[config.mk]
export PLATFORM = sky130hd
export DESIGN_NAME = fsv_supervisor
export DESIGN_NICKNAME = d
export VERILOG_FILES = /design/src/shared/fsv_pkg.sv /design/src/fsv_consec_counter.sv /design/src/fsv_supervisor.sv
export SDC_FILE = /design/constraint.sdc
export NUM_CORES = 1
export LEC_CHECK = 0
export BUFFER_PORTS_ARGS = -buffer_cell sky130_fd_sc_hd__clkbuf_2
export CORE_AREA = 2 2 74 76
export DETAILED_ROUTE_END_ITERATION = 7
export DIE_AREA = 0 0 76 78
export PLACE_DENSITY = 0.76
export SYNTH_ARGS = -nofsm -noshare
export SYNTH_HDL_FRONTEND = slang
export SYNTH_SLANG_ARGS = --single-unit
[constraint.sdc]
create_clock -name clock -period 1.9 [get_ports clock]
set_input_delay 0.095 -clock clock [delete_from_list [all_inputs] [get_ports clock]]
set_output_delay 0.095 -clock clock [all_outputs]
set_load 0.01 [all_outputs]
[src/shared/fsv_pkg.sv]
// Purpose: shared constants and types for the flyback start-up and fault supervisor
// Assumes: 20 MHz system clock, comparator results already digitised
// Notes:   all timing counts derive from the printed times and the clock rate
package fsv_pkg;

  // ****************************************
  // clock and timing
  // ****************************************
  localparam int unsigned CLK_FREQ_HZ     = 20_000_000;
  localparam int unsigned CS_MIN_WIN_NS   = 4000;
  // longest time rounds down
  localparam int unsigned CS_MIN_WIN_CYC  = (CS_MIN_WIN_NS * (CLK_FREQ_HZ / 1_000_000)) / 1000;
  localparam int unsigned WIN_CNT_W       = 8;

  // ****************************************
  // fault qualification counts
  // ****************************************
  localparam int unsigned PROBE_CYCLES    = 3;
  localparam int unsigned FAULT_CONSEC    = 3;
  localparam int unsigned CNT_W           = 2;

  // ****************************************
  // supervisor states
  // ****************************************
  typedef enum logic [2:0] {
    FSV_IDLE    = 3'b000,
    FSV_PROBE   = 3'b001,
    FSV_RUN     = 3'b010,
    FSV_RESTART = 3'b011,
    FSV_SINGLE  = 3'b100
  } fsv_state_e;

endpackage

[src/fsv_consec_counter.sv]
// Purpose: consecutive switching-cycle fault qualifier
// Assumes: cycleEnd is a one-cycle pulse marking the close of a switching cycle
// Notes:   qualified stays high until clrCnt
`timescale 1ns/10ps
module fsv_consec_counter #(
  parameter int unsigned LIMIT = 3,
  parameter int unsigned W     = 2
) (
  // clock and reset
  input  wire logic clock,
  input  wire logic sys_rst,
  // cycle events
  input  wire logic cycleEnd,
  input  wire logic condMet,
  input  wire logic clrCnt,
  // result
  output logic      qualified
);

  logic [W-1:0] count_ff;

  always_ff @(posedge clock) begin
    if (sys_rst || clrCnt) begin
      count_ff  <= '0;
      qualified <= 1'b0;
    end else if (cycleEnd) begin
      if (!condMet) begin
        count_ff <= '0; // RULE_18
      end else if (count_ff == W'(LIMIT - 1)) begin
        qualified <= 1'b1;
      end else begin
        count_ff <= count_ff + 1'b1;
      end
    end
  end

endmodule

[src/fsv_supervisor.sv]
// Purpose: start-up sequencing and fault supervision of a primary-side flyback controller
// Assumes: all comparator inputs come from the analog domain and are synchronised here
// Notes:   switching-cycle timing comes from gateOnReq and demag/blanking events
//
// Notes on behaviour
// RULE_01: stay idle until supply reaches turn-on, then enable and start switching.
// RULE_02: first three cycles after enable clamp peak current to minimum.
// RULE_03: leave probing for normal conversion only with line good and no fault.
// RULE_04: supply below turn-off stops switching; resume only at turn-on again.
// RULE_05: thermistor pin low before turn-on; source current enabled after turn-on.
// RULE_06: below maximum peak current, enter wait state between conversion intervals.
// RULE_07: source current off during wait, back on when run resumes.
// RULE_08: feedback sample over limit three consecutive cycles asserts over-voltage fault.
// RULE_09: restart fault stops switching, keeps run bias until turn-off, then restarts.
// RULE_10: line adequacy judged from feedback-pin current during switch on-time only.
// RULE_11: no line-run current within three start cycles triggers restart fault.
// RULE_12: line below stop threshold three consecutive cycles triggers restart fault.
// RULE_13: over-current counted between blanking end and demag end; three cycles fault.
// RULE_14: first cycle only, sense below minimum within window ends cycle, restart fault.
// RULE_15: after divider fault each restart issues only a single gate on-time.
// RULE_16: thermistor sampled at demag end; three samples below level fault.
// RULE_17: die over-temperature starts restart cycle; repeats while still set.
// RULE_18: counters clear on a failing cycle and on entry to start state.
// RULE_19: all faults share one restart sequencer latched until supply turn-off.
`timescale 1ns/10ps
module fsv_supervisor
  import fsv_pkg::*;
#(
  parameter int unsigned PROBE_N  = fsv_pkg::PROBE_CYCLES,
  parameter int unsigned CONSEC_N = fsv_pkg::FAULT_CONSEC
) (
  // clock and reset
  input  wire logic        clock,
  input  wire logic        sys_rst,
  // supply comparators
  input  wire logic        supplyAboveOn,
  input  wire logic        supplyAboveOff,
  // switching-cycle timing from the control law
  input  wire logic        gateOnReq,
  input  wire logic        gateOffReq,
  input  wire logic        blankingDone,
  input  wire logic        demagDone,
  input  wire logic        peakBelowMax,
  // feedback sense pin comparators
  input  wire logic        fbOverVoltage,
  input  wire logic        lineAboveRun,
  input  wire logic        lineBelowStop,
  input  wire logic        fbDividerOpen,
  // current sense comparators
  input  wire logic        senseOverCurrent,
  input  wire logic        senseAboveMin,
  // thermal
  input  wire logic        ntcBelowShutdown,
  input  wire logic        dieOverTemp,
  // outputs
  output logic             gateDriveOutput,
  output logic             controllerEnable,
  output logic             minPeakClamp,
  output logic             normalRun,
  output logic             waitState,
  output logic             startupSourceEn,
  output logic             runBias,
  output logic             overVoltageFault,
  output logic             restartFault,
  output fsv_pkg::fsv_state_e stateOut
);

  // ****************************************
  // input synchronisers
  // ****************************************
  localparam int unsigned NIN = 15;
  logic [NIN-1:0] rawIn;
  logic [NIN-1:0] syncA_ff;
  logic [NIN-1:0] syncB_ff;

  assign rawIn = {supplyAboveOn, supplyAboveOff, gateOnReq, gateOffReq, blankingDone, demagDone,
                  peakBelowMax, fbOverVoltage, lineAboveRun, lineBelowStop, fbDividerOpen,
                  senseOverCurrent, senseAboveMin, ntcBelowShutdown, dieOverTemp};

  // reset-free data path, only the second stage is read
  always_ff @(posedge clock) begin
    syncA_ff <= rawIn;
    syncB_ff <= syncA_ff;
  end

  logic sOn, sOff, sGateOn, sGateOff, sBlank, sDemag, sPeakLow, sOv, sRun, sStop, sDiv, sOc, sCsMin, sNtc, sOt;
  assign {sOn, sOff, sGateOn, sGateOff, sBlank, sDemag, sPeakLow, sOv, sRun, sStop, sDiv,
          sOc, sCsMin, sNtc, sOt} = syncB_ff;

  // ****************************************
  // edge detection on synchronised events
  // ****************************************
  logic gateOnD_ff, demagD_ff, blankD_ff;
  logic gateOnEdge, demagEdge, blankEdge;

  always_ff @(posedge clock) begin
    if (sys_rst) begin
      gateOnD_ff <= 1'b0;
      demagD_ff  <= 1'b0;
      blankD_ff  <= 1'b0;
    end else begin
      gateOnD_ff <= sGateOn;
      demagD_ff  <= sDemag;
      blankD_ff  <= sBlank;
    end
  end

  assign gateOnEdge = sGateOn & ~gateOnD_ff;
  assign demagEdge  = sDemag & ~demagD_ff;
  assign blankEdge  = sBlank & ~blankD_ff;

  // ****************************************
  // state and cycle bookkeeping
  // ****************************************
  fsv_state_e state_ff, nxt_state;
  logic [CNT_W:0]     probeCnt_ff;
  logic               lineOk_ff;
  logic               ocSeen_ff;
  logic               onTime_ff;
  logic               csMinSeen_ff;
  logic               inOcWindow_ff;
  logic [WIN_CNT_W-1:0] winCnt_ff;
  logic               dividerLatch_ff;
  logic               singleDone_ff;
  logic               afterDemag_ff;
  logic               switchNext;
  logic               enterStart;
  logic               cycleEnd;
  logic               ovQual, stopQual, ocQual, ntcQual;
  logic               csShortFault;
  logic               anyFault;
  logic               probeDone;
  logic               switching;

  assign switching  = (state_ff == FSV_PROBE) || (state_ff == FSV_RUN) || (state_ff == FSV_SINGLE);
  assign cycleEnd   = demagEdge && switching;
  assign enterStart = (state_ff == FSV_IDLE) && sOn;
  assign probeDone  = (probeCnt_ff == (CNT_W+1)'(PROBE_N));

  // sense-min window on the very first start cycle
  always_ff @(posedge clock) begin
    if (sys_rst || enterStart) begin
      winCnt_ff    <= '0;
      csMinSeen_ff <= 1'b0;
    end else if (onTime_ff && probeCnt_ff == '0 && state_ff == FSV_PROBE) begin
      if (sCsMin) begin
        csMinSeen_ff <= 1'b1;
      end
      if (winCnt_ff != WIN_CNT_W'(CS_MIN_WIN_CYC)) begin
        winCnt_ff <= winCnt_ff + 1'b1;
      end
    end
  end

  assign csShortFault = (state_ff == FSV_PROBE) && (probeCnt_ff == '0) && onTime_ff &&
                        !csMinSeen_ff && !sCsMin && (winCnt_ff == WIN_CNT_W'(CS_MIN_WIN_CYC)); // RULE_14

  // on-time tracking, line sampling and over-current window
  always_ff @(posedge clock) begin
    if (sys_rst || enterStart) begin
      onTime_ff     <= 1'b0;
      afterDemag_ff <= 1'b0;
      lineOk_ff     <= 1'b0;
      ocSeen_ff     <= 1'b0;
      inOcWindow_ff <= 1'b0;
    end else begin
      if (gateOnEdge && switching) begin
        onTime_ff <= 1'b1;
      end else if (sGateOff || csShortFault) begin
        onTime_ff <= 1'b0;
      end
      // demag end until next on-time is the only span where wait may start
      if (gateOnEdge && switching) begin
        afterDemag_ff <= 1'b0;
      end else if (cycleEnd) begin
        afterDemag_ff <= 1'b1;
      end
      if (onTime_ff && sRun) begin
        lineOk_ff <= 1'b1; // RULE_10
      end
      if (blankEdge) begin
        inOcWindow_ff <= 1'b1;
      end else if (demagEdge) begin
        inOcWindow_ff <= 1'b0;
      end
      if (cycleEnd) begin
        ocSeen_ff <= 1'b0;
      end else if ((inOcWindow_ff || blankEdge) && sOc) begin
        ocSeen_ff <= 1'b1; // RULE_13
      end
    end
  end

  // stop-level flag gathered during the on-time
  logic stopSeen_ff;
  always_ff @(posedge clock) begin
    if (sys_rst || cycleEnd) begin
      stopSeen_ff <= 1'b0;
    end else if (onTime_ff && sStop) begin
      stopSeen_ff <= 1'b1; // RULE_10
    end
  end

  // probe cycle counter
  always_ff @(posedge clock) begin
    if (sys_rst || enterStart) begin
      probeCnt_ff <= '0;
    end else if (cycleEnd && state_ff == FSV_PROBE && !probeDone) begin
      probeCnt_ff <= probeCnt_ff + 1'b1;
    end
  end

  // ****************************************
  // consecutive-cycle qualifiers
  // ****************************************
  fsv_consec_counter #(.LIMIT(CONSEC_N), .W(CNT_W)) uOv (
    .clock     (clock),
    .sys_rst   (sys_rst),
    .cycleEnd  (cycleEnd),
    .condMet   (sOv),
    .clrCnt    (enterStart),
    .qualified (ovQual)
  ); // RULE_08
  fsv_consec_counter #(.LIMIT(CONSEC_N), .W(CNT_W)) uStop (
    .clock     (clock),
    .sys_rst   (sys_rst),
    .cycleEnd  (cycleEnd && state_ff == FSV_RUN),
    .condMet   (stopSeen_ff),
    .clrCnt    (enterStart),
    .qualified (stopQual)
  ); // RULE_12
  fsv_consec_counter #(.LIMIT(CONSEC_N), .W(CNT_W)) uOc (
    .clock     (clock),
    .sys_rst   (sys_rst),
    .cycleEnd  (cycleEnd),
    .condMet   (ocSeen_ff),
    .clrCnt    (enterStart),
    .qualified (ocQual)
  ); // RULE_13
  fsv_consec_counter #(.LIMIT(CONSEC_N), .W(CNT_W)) uNtc (
    .clock     (clock),
    .sys_rst   (sys_rst),
    .cycleEnd  (cycleEnd),
    .condMet   (sNtc),
    .clrCnt    (enterStart),
    .qualified (ntcQual)
  ); // RULE_16

  // ****************************************
  // shared fault sequencer
  // ****************************************
  // every source funnels here so one latch owns the restart
  assign anyFault = ovQual || stopQual || ocQual || ntcQual || csShortFault || sOt || sDiv ||
                    (state_ff == FSV_PROBE && probeDone && !lineOk_ff); // RULE_19 RULE_11 RULE_17

  // divider fault remembered across supply cycles
  always_ff @(posedge clock) begin
    if (sys_rst) begin
      dividerLatch_ff <= 1'b0;
    end else if (sDiv && switching) begin
      dividerLatch_ff <= 1'b1;
    end else if (state_ff == FSV_SINGLE && cycleEnd && !sDiv) begin
      dividerLatch_ff <= 1'b0;
    end
  end

  always_ff @(posedge clock) begin
    if (sys_rst || enterStart) begin
      singleDone_ff <= 1'b0;
    end else if (state_ff == FSV_SINGLE && sGateOff && onTime_ff) begin
      singleDone_ff <= 1'b1; // RULE_15
    end
  end

  always_comb begin
    nxt_state = state_ff;
    unique case (state_ff)
      FSV_IDLE: begin
        if (sOn) begin
          nxt_state = dividerLatch_ff ? FSV_SINGLE : FSV_PROBE; // RULE_01 RULE_15
        end
      end
      FSV_PROBE: begin
        if (!sOff) begin
          nxt_state = FSV_IDLE; // RULE_04
        end else if (anyFault) begin
          nxt_state = FSV_RESTART; // RULE_11 RULE_14
        end else if (probeDone && lineOk_ff) begin
          nxt_state = FSV_RUN; // RULE_03
        end
      end
      FSV_RUN: begin
        if (!sOff) begin
          nxt_state = FSV_IDLE; // RULE_04
        end else if (anyFault) begin
          nxt_state = FSV_RESTART; // RULE_09
        end
      end
      FSV_SINGLE: begin
        if (!sOff) begin
          nxt_state = FSV_IDLE;
        // leave at demag end so the divider latch gets its sample
        end else if (singleDone_ff && cycleEnd) begin
          nxt_state = FSV_RESTART; // RULE_15
        end
      end
      FSV_RESTART: begin
        if (!sOff) begin
          nxt_state = FSV_IDLE; // RULE_09 RULE_19
        end
      end
      default: begin
        nxt_state = FSV_IDLE;
      end
    endcase
  end

  always_ff @(posedge clock) begin
    if (sys_rst) begin
      state_ff <= FSV_IDLE;
    end else begin
      state_ff <= nxt_state;
    end
  end

  // ****************************************
  // registered outputs
  // ****************************************
  logic wait_nxt;
  assign switchNext = (nxt_state == FSV_PROBE) || (nxt_state == FSV_RUN) || (nxt_state == FSV_SINGLE);
  // wait starts after demag, so the thermistor sample at demag end still sees the source
  assign wait_nxt = (nxt_state == FSV_RUN) && sPeakLow && afterDemag_ff && !onTime_ff && !gateOnEdge; // RULE_06

  always_ff @(posedge clock) begin
    if (sys_rst) begin
      gateDriveOutput  <= 1'b0;
      controllerEnable <= 1'b0;
      minPeakClamp     <= 1'b0;
      normalRun        <= 1'b0;
      waitState        <= 1'b0;
      startupSourceEn  <= 1'b0;
      runBias          <= 1'b0;
      overVoltageFault <= 1'b0;
      restartFault     <= 1'b0;
      stateOut         <= FSV_IDLE;
    end else begin
      // faults already steer nxt_state away; single mode must still get its one on-time
      gateDriveOutput  <= onTime_ff && switchNext && !singleDone_ff;
      controllerEnable <= (nxt_state != FSV_IDLE); // RULE_01
      minPeakClamp     <= (nxt_state == FSV_PROBE) || (nxt_state == FSV_SINGLE); // RULE_02
      normalRun        <= (nxt_state == FSV_RUN);
      waitState        <= wait_nxt;
      // low before turn-on, off in wait, otherwise sourcing
      startupSourceEn  <= (nxt_state != FSV_IDLE) && !wait_nxt; // RULE_05 RULE_07
      runBias          <= (nxt_state != FSV_IDLE); // RULE_09
      overVoltageFault <= ovQual; // RULE_08
      restartFault     <= (nxt_state == FSV_RESTART); // RULE_19
      stateOut         <= nxt_state;
    end
  end

endmodule

==> impl.org, run 1 <==
** Clock tree
- Maximum clock path buffer count :: 2
- Number of sinks on the clock net :: 76
- In this run the number of H-tree levels came out at 3.
- Clock tree from TritonCTS :: yes
- Clock root buffer :: sky130_fd_sc_hd__clkbuf_8
- Clock slew at the register clock pins of the worst setup and hold paths :: 0.07 ns
- Clk_lat worst skew :: ~0.35 ns
- TritonCTS created 9 clock buffers.

** Detailed routing
- In this run the remaining antenna-violating nets after routing total 0.
- The routed design has 5420 µm of wire.
- The final route contains 2131 vias.
- Wirelength per Cell :: 13.3 µm
- After detailed routing, the number of vias per cell comes to ~5.2.
- Number of design-rule violations left by the first detailed-router iteration :: 76
- In the routed design, unresolved DRC markers number 0.
- Before antenna repair, the detailed router went through 4 iterations.

** Hold path
- The path class of the tightest hold or removal check is in2reg.

** Setup path
- For the worst setup path, the data arrival time is between 2 and 2.5 ns.
- Crit path required time :: 2.16 ns
- Setup CP Type :: reg2reg
- Critical-path maximum fanout :: 12
- For this run, the slowest stage of the critical path takes between 0.5 and 0.6 ns.
- The worst setup path is launched from a flop.
- The worst setup path is captured at a flop.
- Among all stages on the critical path, the largest delay is contributed by sky130_fd_sc_hd__or4b_1.
- Traced cell by cell, the critical path runs through or4b_1 > nor4_4 > o21ai_2 > and2_4 > nor4b_2.

** Synth
- Avg Synthesized Cell Area :: around 10 µm²
- The synthesized netlist devotes under 10% of its cell area to adder and majority cells.
- Xor and xnor area share after synthesis :: 3.18%
- Summing the areas of all compound-gate instances in the mapped netlist gives 8.62% of the synthesized area.
- After synthesis, flip-flops and latches occupy 55.2% of the total area.
- After Yosys synthesis, and, or, nand and nor cells account for between 20% and 30% of the synthesized area.
- After synthesis, the largest family of logic cells by area is simple AND/OR/NAND/NOR gates.
- For this run, the number of Yosys warnings is 0.
- Flops & latches, synth :: 76
- Synth cell types :: 47
- Post-synth top area cell :: sky130_fd_sc_hd__dfxtp_1
- Number of nets produced by synthesis :: 303
- After synthesis, the share of cell area in mux cells is 0.363%.
- In this run the cell area of the synthesized design comes to 0.00276 mm².
- Share of Yosys cell area claimed by the top area cell type :: between 50% and 60%
- Counting every instance in the synthesized netlist gives 277.
- Largest cells by area after synthesis :: sky130_fd_sc_hd__dfxtp_1 55%, sky130_fd_sc_hd__nor2_1 4.8%, sky130_fd_sc_hd__ha_1 4.1%

** Pwr
- Internal power :: 2.75 mW
- Sequential cells burn 48.1% of the power.
- In this run, the clock network consumes about two fifths of the power.
- Worst voltage drop across the vdd grid :: 788 µV
- After layout, the design draws a total of 3.55 mW.
- Net switching is between 20% and 30% of the power.
- In this run, the combinational gates consume 10.2% of the power.
- In this run the static leakage power is 1.38 nW.
- Total net switching power :: between 0.7 and 0.8 mW
- For this design the ratio of total power to cell area is 1010 mW/mm².

** Die
- Horizontal extent of the die :: 76 µm
- For this configuration, the core starts out at a cell density of 54.7%.
- The total area inside the core boundary comes to ~0.0050 mm².
- I/O pin count :: 29
- The die is between 70 and 80 µm tall.
- Die area :: between 0.005 and 0.006 mm²
- The initialized floorplan defines 26 standard-cell rows.

** STA
- Share of the cycle needed by the critical path after routing :: roughly 96%
- The count of pins over their slew limit is 0.
- Post-route setup slack :: 0.0733 ns
- Post-route minimum period :: 1.83 ns
- Max Fclk :: 0.547 GHz
- For the pin with the worst max-slew slack, the measured transition is 0.387 ns.
- The count of final hold-check violations came to 0.
- Worst slew margin :: 74.1%
- Clock skew on the completed layout was measured at 0.00674 ns.
- Final count of negative-setup-slack endpoints :: 0

** GRT
- The number of antenna violations at the first check in global routing was 0.
- Global routing used 22.2% of the available met1 tracks.
- Met2 Use GR :: 32.8%
- In this run the most used layer during global routing was met2.
- Pin count of the biggest net entering global routing :: 25
- Global routing finished with a remaining overflow of 0.
- Via count of the first global-routing pass :: 2083
- The first global-routing pass estimated approximately 9000 µm of wire.
- For this run, global-route usage on met3 was measured as roughly 6.9%.
- Global routing used 19.4% of the available tracks.

** Placed design
- Post-detail-place hpwl :: about 3600 µm
- At the end of routability-driven placement, the weighted congestion stood at 0.839.
- Number of port buffers :: 28
- OpenSTA, run right after detailed placement, puts the worst setup slack at between 0.02 and 0.03 ns.
- Placed cells :: 377
- After detailed placement, the total cell area comes to 0.00304 mm².

** Cells and area
- Ratio of cells with drive above 1 in the final layout :: 22.7%
- Final Instance Area :: 0.00351 mm²
- The count of cells in the finished layout, fillers not included, comes to 409.
- Fill count :: ~350
- Leaving out fill and tap cells, the most frequent cell in the layout is sky130_fd_sc_hd__dfxtp_1.
- The net count of the finished layout is 360.
- 0 antenna diodes ended up in the layout.
- Highest-count cells in the layout ignoring fill and taps :: 72 x sky130_fd_sc_hd__dfxtp_1, 35 x sky130_fd_sc_hd__nor2_1, 28 x sky130_fd_sc_hd__clkbuf_2
- Layout-stage area growth over the synthesis result :: 27.5%
- Utilization after layout :: 69.7%

** Status
- Status :: finished, final reports clean

** Run
- Max-cap viol count :: 0
-- what timing repair did --
| action | in CTS | in global routing |
|---|---|---|
| hold buffers | 15 | 0 |
| setup endpoints to repair | 0 | 12 |
| resized for setup | 0 | 15 |
| hold endpoints to repair | 15 | 0 |
| setup buffers | 0 | 1 |
-- layer usage --
metal / share of wire, % / wire (µm) / vias up
met1: 44 / 2370 / 1029
met4: 1.1 / 59 / 0
met2: 52 / 2790 / 36
met3: 3.7 / 198 / 7
met5: 0 / 0 / -
li1: - / - / 1059
-- cells by family after synthesis --
logic type	Yosys count
AO/OA/AOI/OAI	37
buffers and inverters	26
multiplexers	1
flip-flops	76
XOR/XNOR	10
AND/OR/NAND/NOR	118
adder cells (fa/ha/maj)	9
-- final timing paths --
| kind | startpoint | to | slack [ns] | depth (start not counted) |
|---|---|---|---|---|
| worst max register to register | stateOut[2] | waitState | 0.07 | 5 |
| worst min register to register | syncA_ff[8] | syncB_ff[8] | 0.33 | 0 |
| worst max-delay path | stateOut[2] | waitState | 0.07 | 5 |
| worst min-delay path | sys_rst | minPeakClamp | 0.20 | 2 |
-- registers in the layout, summed over array words and instances (netlist names), 2 cells and up --
register	flops
syncB_ff	15
uOv.count_ff	2
winCnt_ff	8
uOc.count_ff	2
syncA_ff	15
uNtc.count_ff	2
uStop.count_ff	2
stateOut	3
probeCnt_ff	3
-- critical path, delay by kind of cell (launching register included) --
| family | cells | cell delay (ns) |
|---|---|---|
| AND/OR/NAND/NOR | 4 | 1.22 |
| flip-flops | 1 | 0.39 |
| AO/OA/AOI/OAI | 1 | 0.12 |
-- through the flow --
stage	setup TNS (ns)	hold WS, ns
floorplan	0	0.123
global placement	0	0.197
detailed placement	0	0.199
CTS	0	0.170
global route	-0.0506	0.207
finish	0	0.200
-- power by group through the flow --
stage          registers [mW]  clock network (mW)  logic (mW)
2_1_floorplan            1.73                   0       0.201
3_3_place_gp             1.74                   0       0.309
3_5_place_dp             1.74                   0       0.318
4_1_cts                  1.71                1.52       0.344
5_1_grt                  1.72                1.59       0.395
6_report                 1.71                1.48       0.361
-- cells in the mapped netlist (all sizes together) --
library cell	count
dfxtp	76
nor2	35
nand2	19
a21oi	18
inv	15
nand3	10
ha	9
nor2b	9
nor3	8
xnor2	8
a31oi	7
nand4	6
buf	5
clkbuf	5
nor3b	5
and2	4
nor4	4
nand3b	3
o21ai	3
or2	3
a32o	2
nand4b	2
nand4bb	2
nor4b	2
or3b	2
xor2	2
a221o	1
a221oi	1
a2bb2oi	1
a41oi	1
and3	1
clkinv	1
mux2i	1
nand2b	1
o211ai	1
o21a	1
o21bai	1
or3	1
or4b	1
-- layout make-up --
class	count	area (µm²)	share of cell area, %
sequential	76	1530	43.5
multi-input combinational	175	1190	33.8
timing repair buffer	56	400	11.4
clock buffer	11	141	4.02
clock inverter	5	108	3.06
tap	70	87.6	2.49
inverter	16	60.1	1.71
Power figures use the tool's default switching activity.
==> inputs of run 2 (changes only) <==
--- a/config.mk
+++ b/config.mk
@@ -5,11 +5,12 @@
 export SDC_FILE = /design/constraint.sdc
 export NUM_CORES = 1
 export LEC_CHECK = 0
+export ABC_AREA = 1
 export BUFFER_PORTS_ARGS = -buffer_cell sky130_fd_sc_hd__clkbuf_2
 export CORE_AREA = 2 2 74 76
 export DETAILED_ROUTE_END_ITERATION = 7
 export DIE_AREA = 0 0 76 78
-export PLACE_DENSITY = 0.76
+export PLACE_DENSITY = 0.75
 export SYNTH_ARGS = -nofsm -noshare
 export SYNTH_HDL_FRONTEND = slang
 export SYNTH_SLANG_ARGS = --single-unit
==> impl.org, run 2 <==
** Status
- Status :: finished, final reports clean

** Detailed routing
- The residual antenna-violating net count after detailed routing was 0 (unchanged).
- The average detailed-routed wire length per instance is 11.4 µm (-14%).
- The overall routed net length was 4880 µm (-10%).
- Post-route DRC :: 0 (unchanged)
- Detailed-routing iteration count for the pre-antenna-repair pass :: 4 (unchanged)
- The violation count after the first detailed-routing iteration came to 70 (-7.9%).
- The post-detailed-route via-to-cell ratio came to 4.75 (-8.9%).
- The total number of vias came to 2031 (-4.7%).

** Clock tree
- The clock-pin slew reported for the worst setup and hold paths after clock tree synthesis came to 0.07 ns (about the same).
- The total number of clock tree sinks is 76 (unchanged).
- Clock root buffer :: sky130_fd_sc_hd__clkbuf_8
- Post_cts resized :: 0 (unchanged)
- The clock latency on the worst-skew pair was 0.34 ns (about the same).
- H-tree level count :: 3 (unchanged)
- Maximum clock path buffer count :: 2 (unchanged)
- Clock tree from TritonCTS :: yes
- The number of buffers added by the clock tree synthesis step was 9 (unchanged).
- The post-CTS repair timing setup buffer count came to 0 (unchanged).

** Pwr
- Logic pwr share :: 10.3% (about the same)
- Portion of total power attributed to sequential cells :: 52.8% (+4.7 points)
- Total net switching power :: 0.803 mW (+0.41%)
- The internal power component was 2.44 mW (-12%).
- Static Leak :: 1.38 nW (about the same)
- The proportion of total power due to net switching was 24.8% (+2.3 points).
- The clock network fraction of total power came to 36.9% (-4.8 points).
- Worst voltage drop across the vdd grid :: 806 µV (+2.3%)
- Power Density :: 989 mW/mm² (-2.2%)

** Setup path
- Setup CP Type :: reg2reg
- STA classifies the critical path startpoint as a flop.
- The highest net fanout along the worst path is 3 (-9).
- The arrival time at the worst endpoint came to 1.87 ns (-0.21 ns).
- The data required time at the worst endpoint came to 2.14 ns (-0.02 ns).
- The worst setup path is captured at a flop.

** Cells and area
- Number of nets in the layout :: 379 (+5.3%)
- Ratio of cells with drive above 1 in the final layout :: 20.4% (-2.3 points)
- The largest registers in the layout are syncA_ff (15), syncB_ff (15), winCnt_ff (8).
- The layout filler cell count came to 432 (+24%).
- Relative to the synthesized area, the layout overhead comes to 20.7%.
- The cell area after layout came to 0.00328 mm² (-6.8%).
- Diode count :: 0 (unchanged)
- Utilization after layout :: 65.0% (-4.7 points)
- The library cell used most frequently in the layout, excluding fill and tap cells, is sky130_fd_sc_hd__dfxtp_1.
- Leaving out fill and tap cells, the most frequent cells in the layout are 76 x sky130_fd_sc_hd__dfxtp_1, 36 x sky130_fd_sc_hd__inv_1, 36 x sky130_fd_sc_hd__nand2_1.

** STA
- Slew of the pin with the lowest slew margin :: 0.402 ns (+0.0147 ns)
- The ratio of final minimum period to clock period came to 85.9% (-10 points).
- Post-route minimum period :: 1.63 ns (-0.194 ns)
- The clock tree skew after final layout was 0.00636 ns (-0.000382 ns).
- The count of pins over their slew limit came to 0 (unchanged).
- The worst slew slack as a fraction of its limit came to 73.2% (-0.90 points).
- Post-route setup slack :: 0.267 ns (+0.194 ns)
- The count of final hold-check violations is 0 (unchanged).
- The count of final setup violators came to 0 (unchanged).
- Setup TNS :: 0 ns (unchanged)
- The highest clock rate is 0.613 GHz (+12%).
- Setup repair after global routing left no endpoint under its margin.

** Die
- The starting utilization of the core area came to 53.8% (-0.87 points).
- Die area :: 0.00593 mm² (unchanged)
- Area inside the core boundary :: 0.00504 mm² (unchanged)
- Vert. Die Dim :: 78 µm (unchanged)
- The number of top-level pins came to 29 (unchanged).
- The number of core rows is 26 (unchanged).
- The floorplan die width was 76 µm (unchanged).

** Synth
- The area share of the largest cell type after synthesis came to 56.1% (+0.89 points).
- Most instantiated library cell after synthesis :: sky130_fd_sc_hd__dfxtp_1
- Top post-synthesis cells by count :: 76 x sky130_fd_sc_hd__dfxtp_1, 36 x sky130_fd_sc_hd__inv_1, 36 x sky130_fd_sc_hd__nand2_1
- Warning count from the yosys run :: 0 (unchanged)
- Cell Area, Synth :: 0.00271 mm² (-1.6%)
- Main synth FF type :: sky130_fd_sc_hd__dfxtp_1
- Post-synth top area cell :: sky130_fd_sc_hd__dfxtp_1
- Fraction of registers with async set/reset :: 0% (unchanged)
- The register area share after synthesis is 56.1% (+0.89 points).
- EDFF count, synth :: 0 (unchanged)
- Synth cell types :: 33 (-30%)
- Avg Synthesized Cell Area :: 8.99 µm² (-9.7%)
- The flop and latch count out of synthesis is 76 (unchanged).
- The synthesized netlist net count was 328 (+8.3%).
- Yosys attributes the largest share of cell area to sky130_fd_sc_hd__dfxtp_1 56%, sky130_fd_sc_hd__inv_1 5.0%, sky130_fd_sc_hd__nand2_1 5.0%.
- Number of cells produced by synthesis :: 302 (+9.0%)

** Placed design
- The last weighted congestion value of the routability-driven placer came to 0.886 (+5.6%).
- Number of port buffers :: 28 (unchanged)
- Placement-stage cell area :: 0.00292 mm² (-3.9%)
- The total half-perimeter wirelength after legalization and detailed placement came to 3280 µm (-9.0%).
- Post-placement setup slack :: 0.282 ns (+0.252 ns)

** Hold path
- Class of the tightest hold or removal check :: in2reg

** Run
- Max-cap viol count :: 0 (unchanged)

** GRT
- Antenna violations before repair :: 0 (unchanged)
- First-pass GRT wire length :: 8520 µm (-5.6%)
- Pin count of the biggest net entering global routing :: 18 (-28%)
- The total global routing track utilization came to 18.5% (-0.84 points).
- Via count of the first global-routing pass :: 1942 (-6.8%)
- The residual overflow from global routing is 0 (unchanged).
-- run 2: stage by stage --
step	cells	power, mW	hold WS [ns]
floorplan	302	1.96	0.123
global route	428	3.39	0.0762
global placement	397	2.04	0.197
detailed placement	397	2.05	0.199
finish	428	3.24	0.0812
CTS	428	3.27	0.0697
-- run 2: cell families (layout without fill, tap and decap cells) --
family / count (synthesis) / count (layout) / share of synthesized area [%]
simple gates: 118 / 118 / 22.0
flops: 76 / 76 / 56.1
compound gates: 51 / 51 / 10.7
buf+inv: 48 / 104 / 7.15
fa+ha+maj: 9 / 9 / 4.15
-- run 2: layer usage --
layer | up-vias | part of all wire (%) | global-route usage (%)
met5 | - | 0 | 0
met4 | 0 | 1.5 | 9.09
met3 | 7 | 3.7 | 5.81
met2 | 36 | 50 | 32.1
met1 | 907 | 45 | 20.8
li1 | 1081 | - | -
-- run 2: cell type report --
type                            count  area [µm²]  area share, %
Inverter                           43         161           4.93
Timing Repair Buffer               45         305           9.32
Clock buffer                       10         138           4.20
Tap cell                           70        87.6           2.67
Clock inverter                      6        63.8           1.95
Multi-Input combinational cell    178         998           30.5
Sequential cell                    76        1520           46.4
-- run 2: worst max-delay path, cell delays in order, from the launching register on --
cell and delay [ns]:
sky130_fd_sc_hd__dfxtp_1 0.32, sky130_fd_sc_hd__ha_1 0.20, sky130_fd_sc_hd__ha_1 0.21, sky130_fd_sc_hd__nand2_1 0.07, sky130_fd_sc_hd__nor2_1 0.04, sky130_fd_sc_hd__nor2_1 0.08
sky130_fd_sc_hd__nand2_1 0.06, sky130_fd_sc_hd__nand2_1 0.08, sky130_fd_sc_hd__nand2_1 0.05, sky130_fd_sc_hd__nand2_1 0.09, sky130_fd_sc_hd__nand2_2 0.07, sky130_fd_sc_hd__inv_1 0.09
sky130_fd_sc_hd__nand3_1 0.07, sky130_fd_sc_hd__nand2_1 0.07, sky130_fd_sc_hd__inv_1 0.03
-- run 2: final timing paths --
path	cells past startpoint	from	slack (ns)	endpoint
setup / recovery	14	probeCnt_ff[0]	0.27	startupSourceEn
hold / removal	2	sys_rst	0.08	blankD_ff
setup reg to reg	14	probeCnt_ff[0]	0.27	startupSourceEn
hold reg to reg	0	syncA_ff[6]	0.33	syncB_ff[6]
-- run 2: power groups by stage --
stage / registers (mW) / clock network, mW / logic [mW]
6_report: 1.71 / 1.20 / 0.332
5_1_grt: 1.72 / 1.30 / 0.377
4_1_cts: 1.71 / 1.23 / 0.332
3_5_place_dp: 1.75 / 0 / 0.306
3_3_place_gp: 1.74 / 0 / 0.301
2_1_floorplan: 1.75 / 0 / 0.215
-- run 2: what timing repair did --
item / in CTS / in global routing
hold endpoints to repair: 15 / 0
hold buffers: 15 / 0
endpoints found under the setup margin: 0 / 0
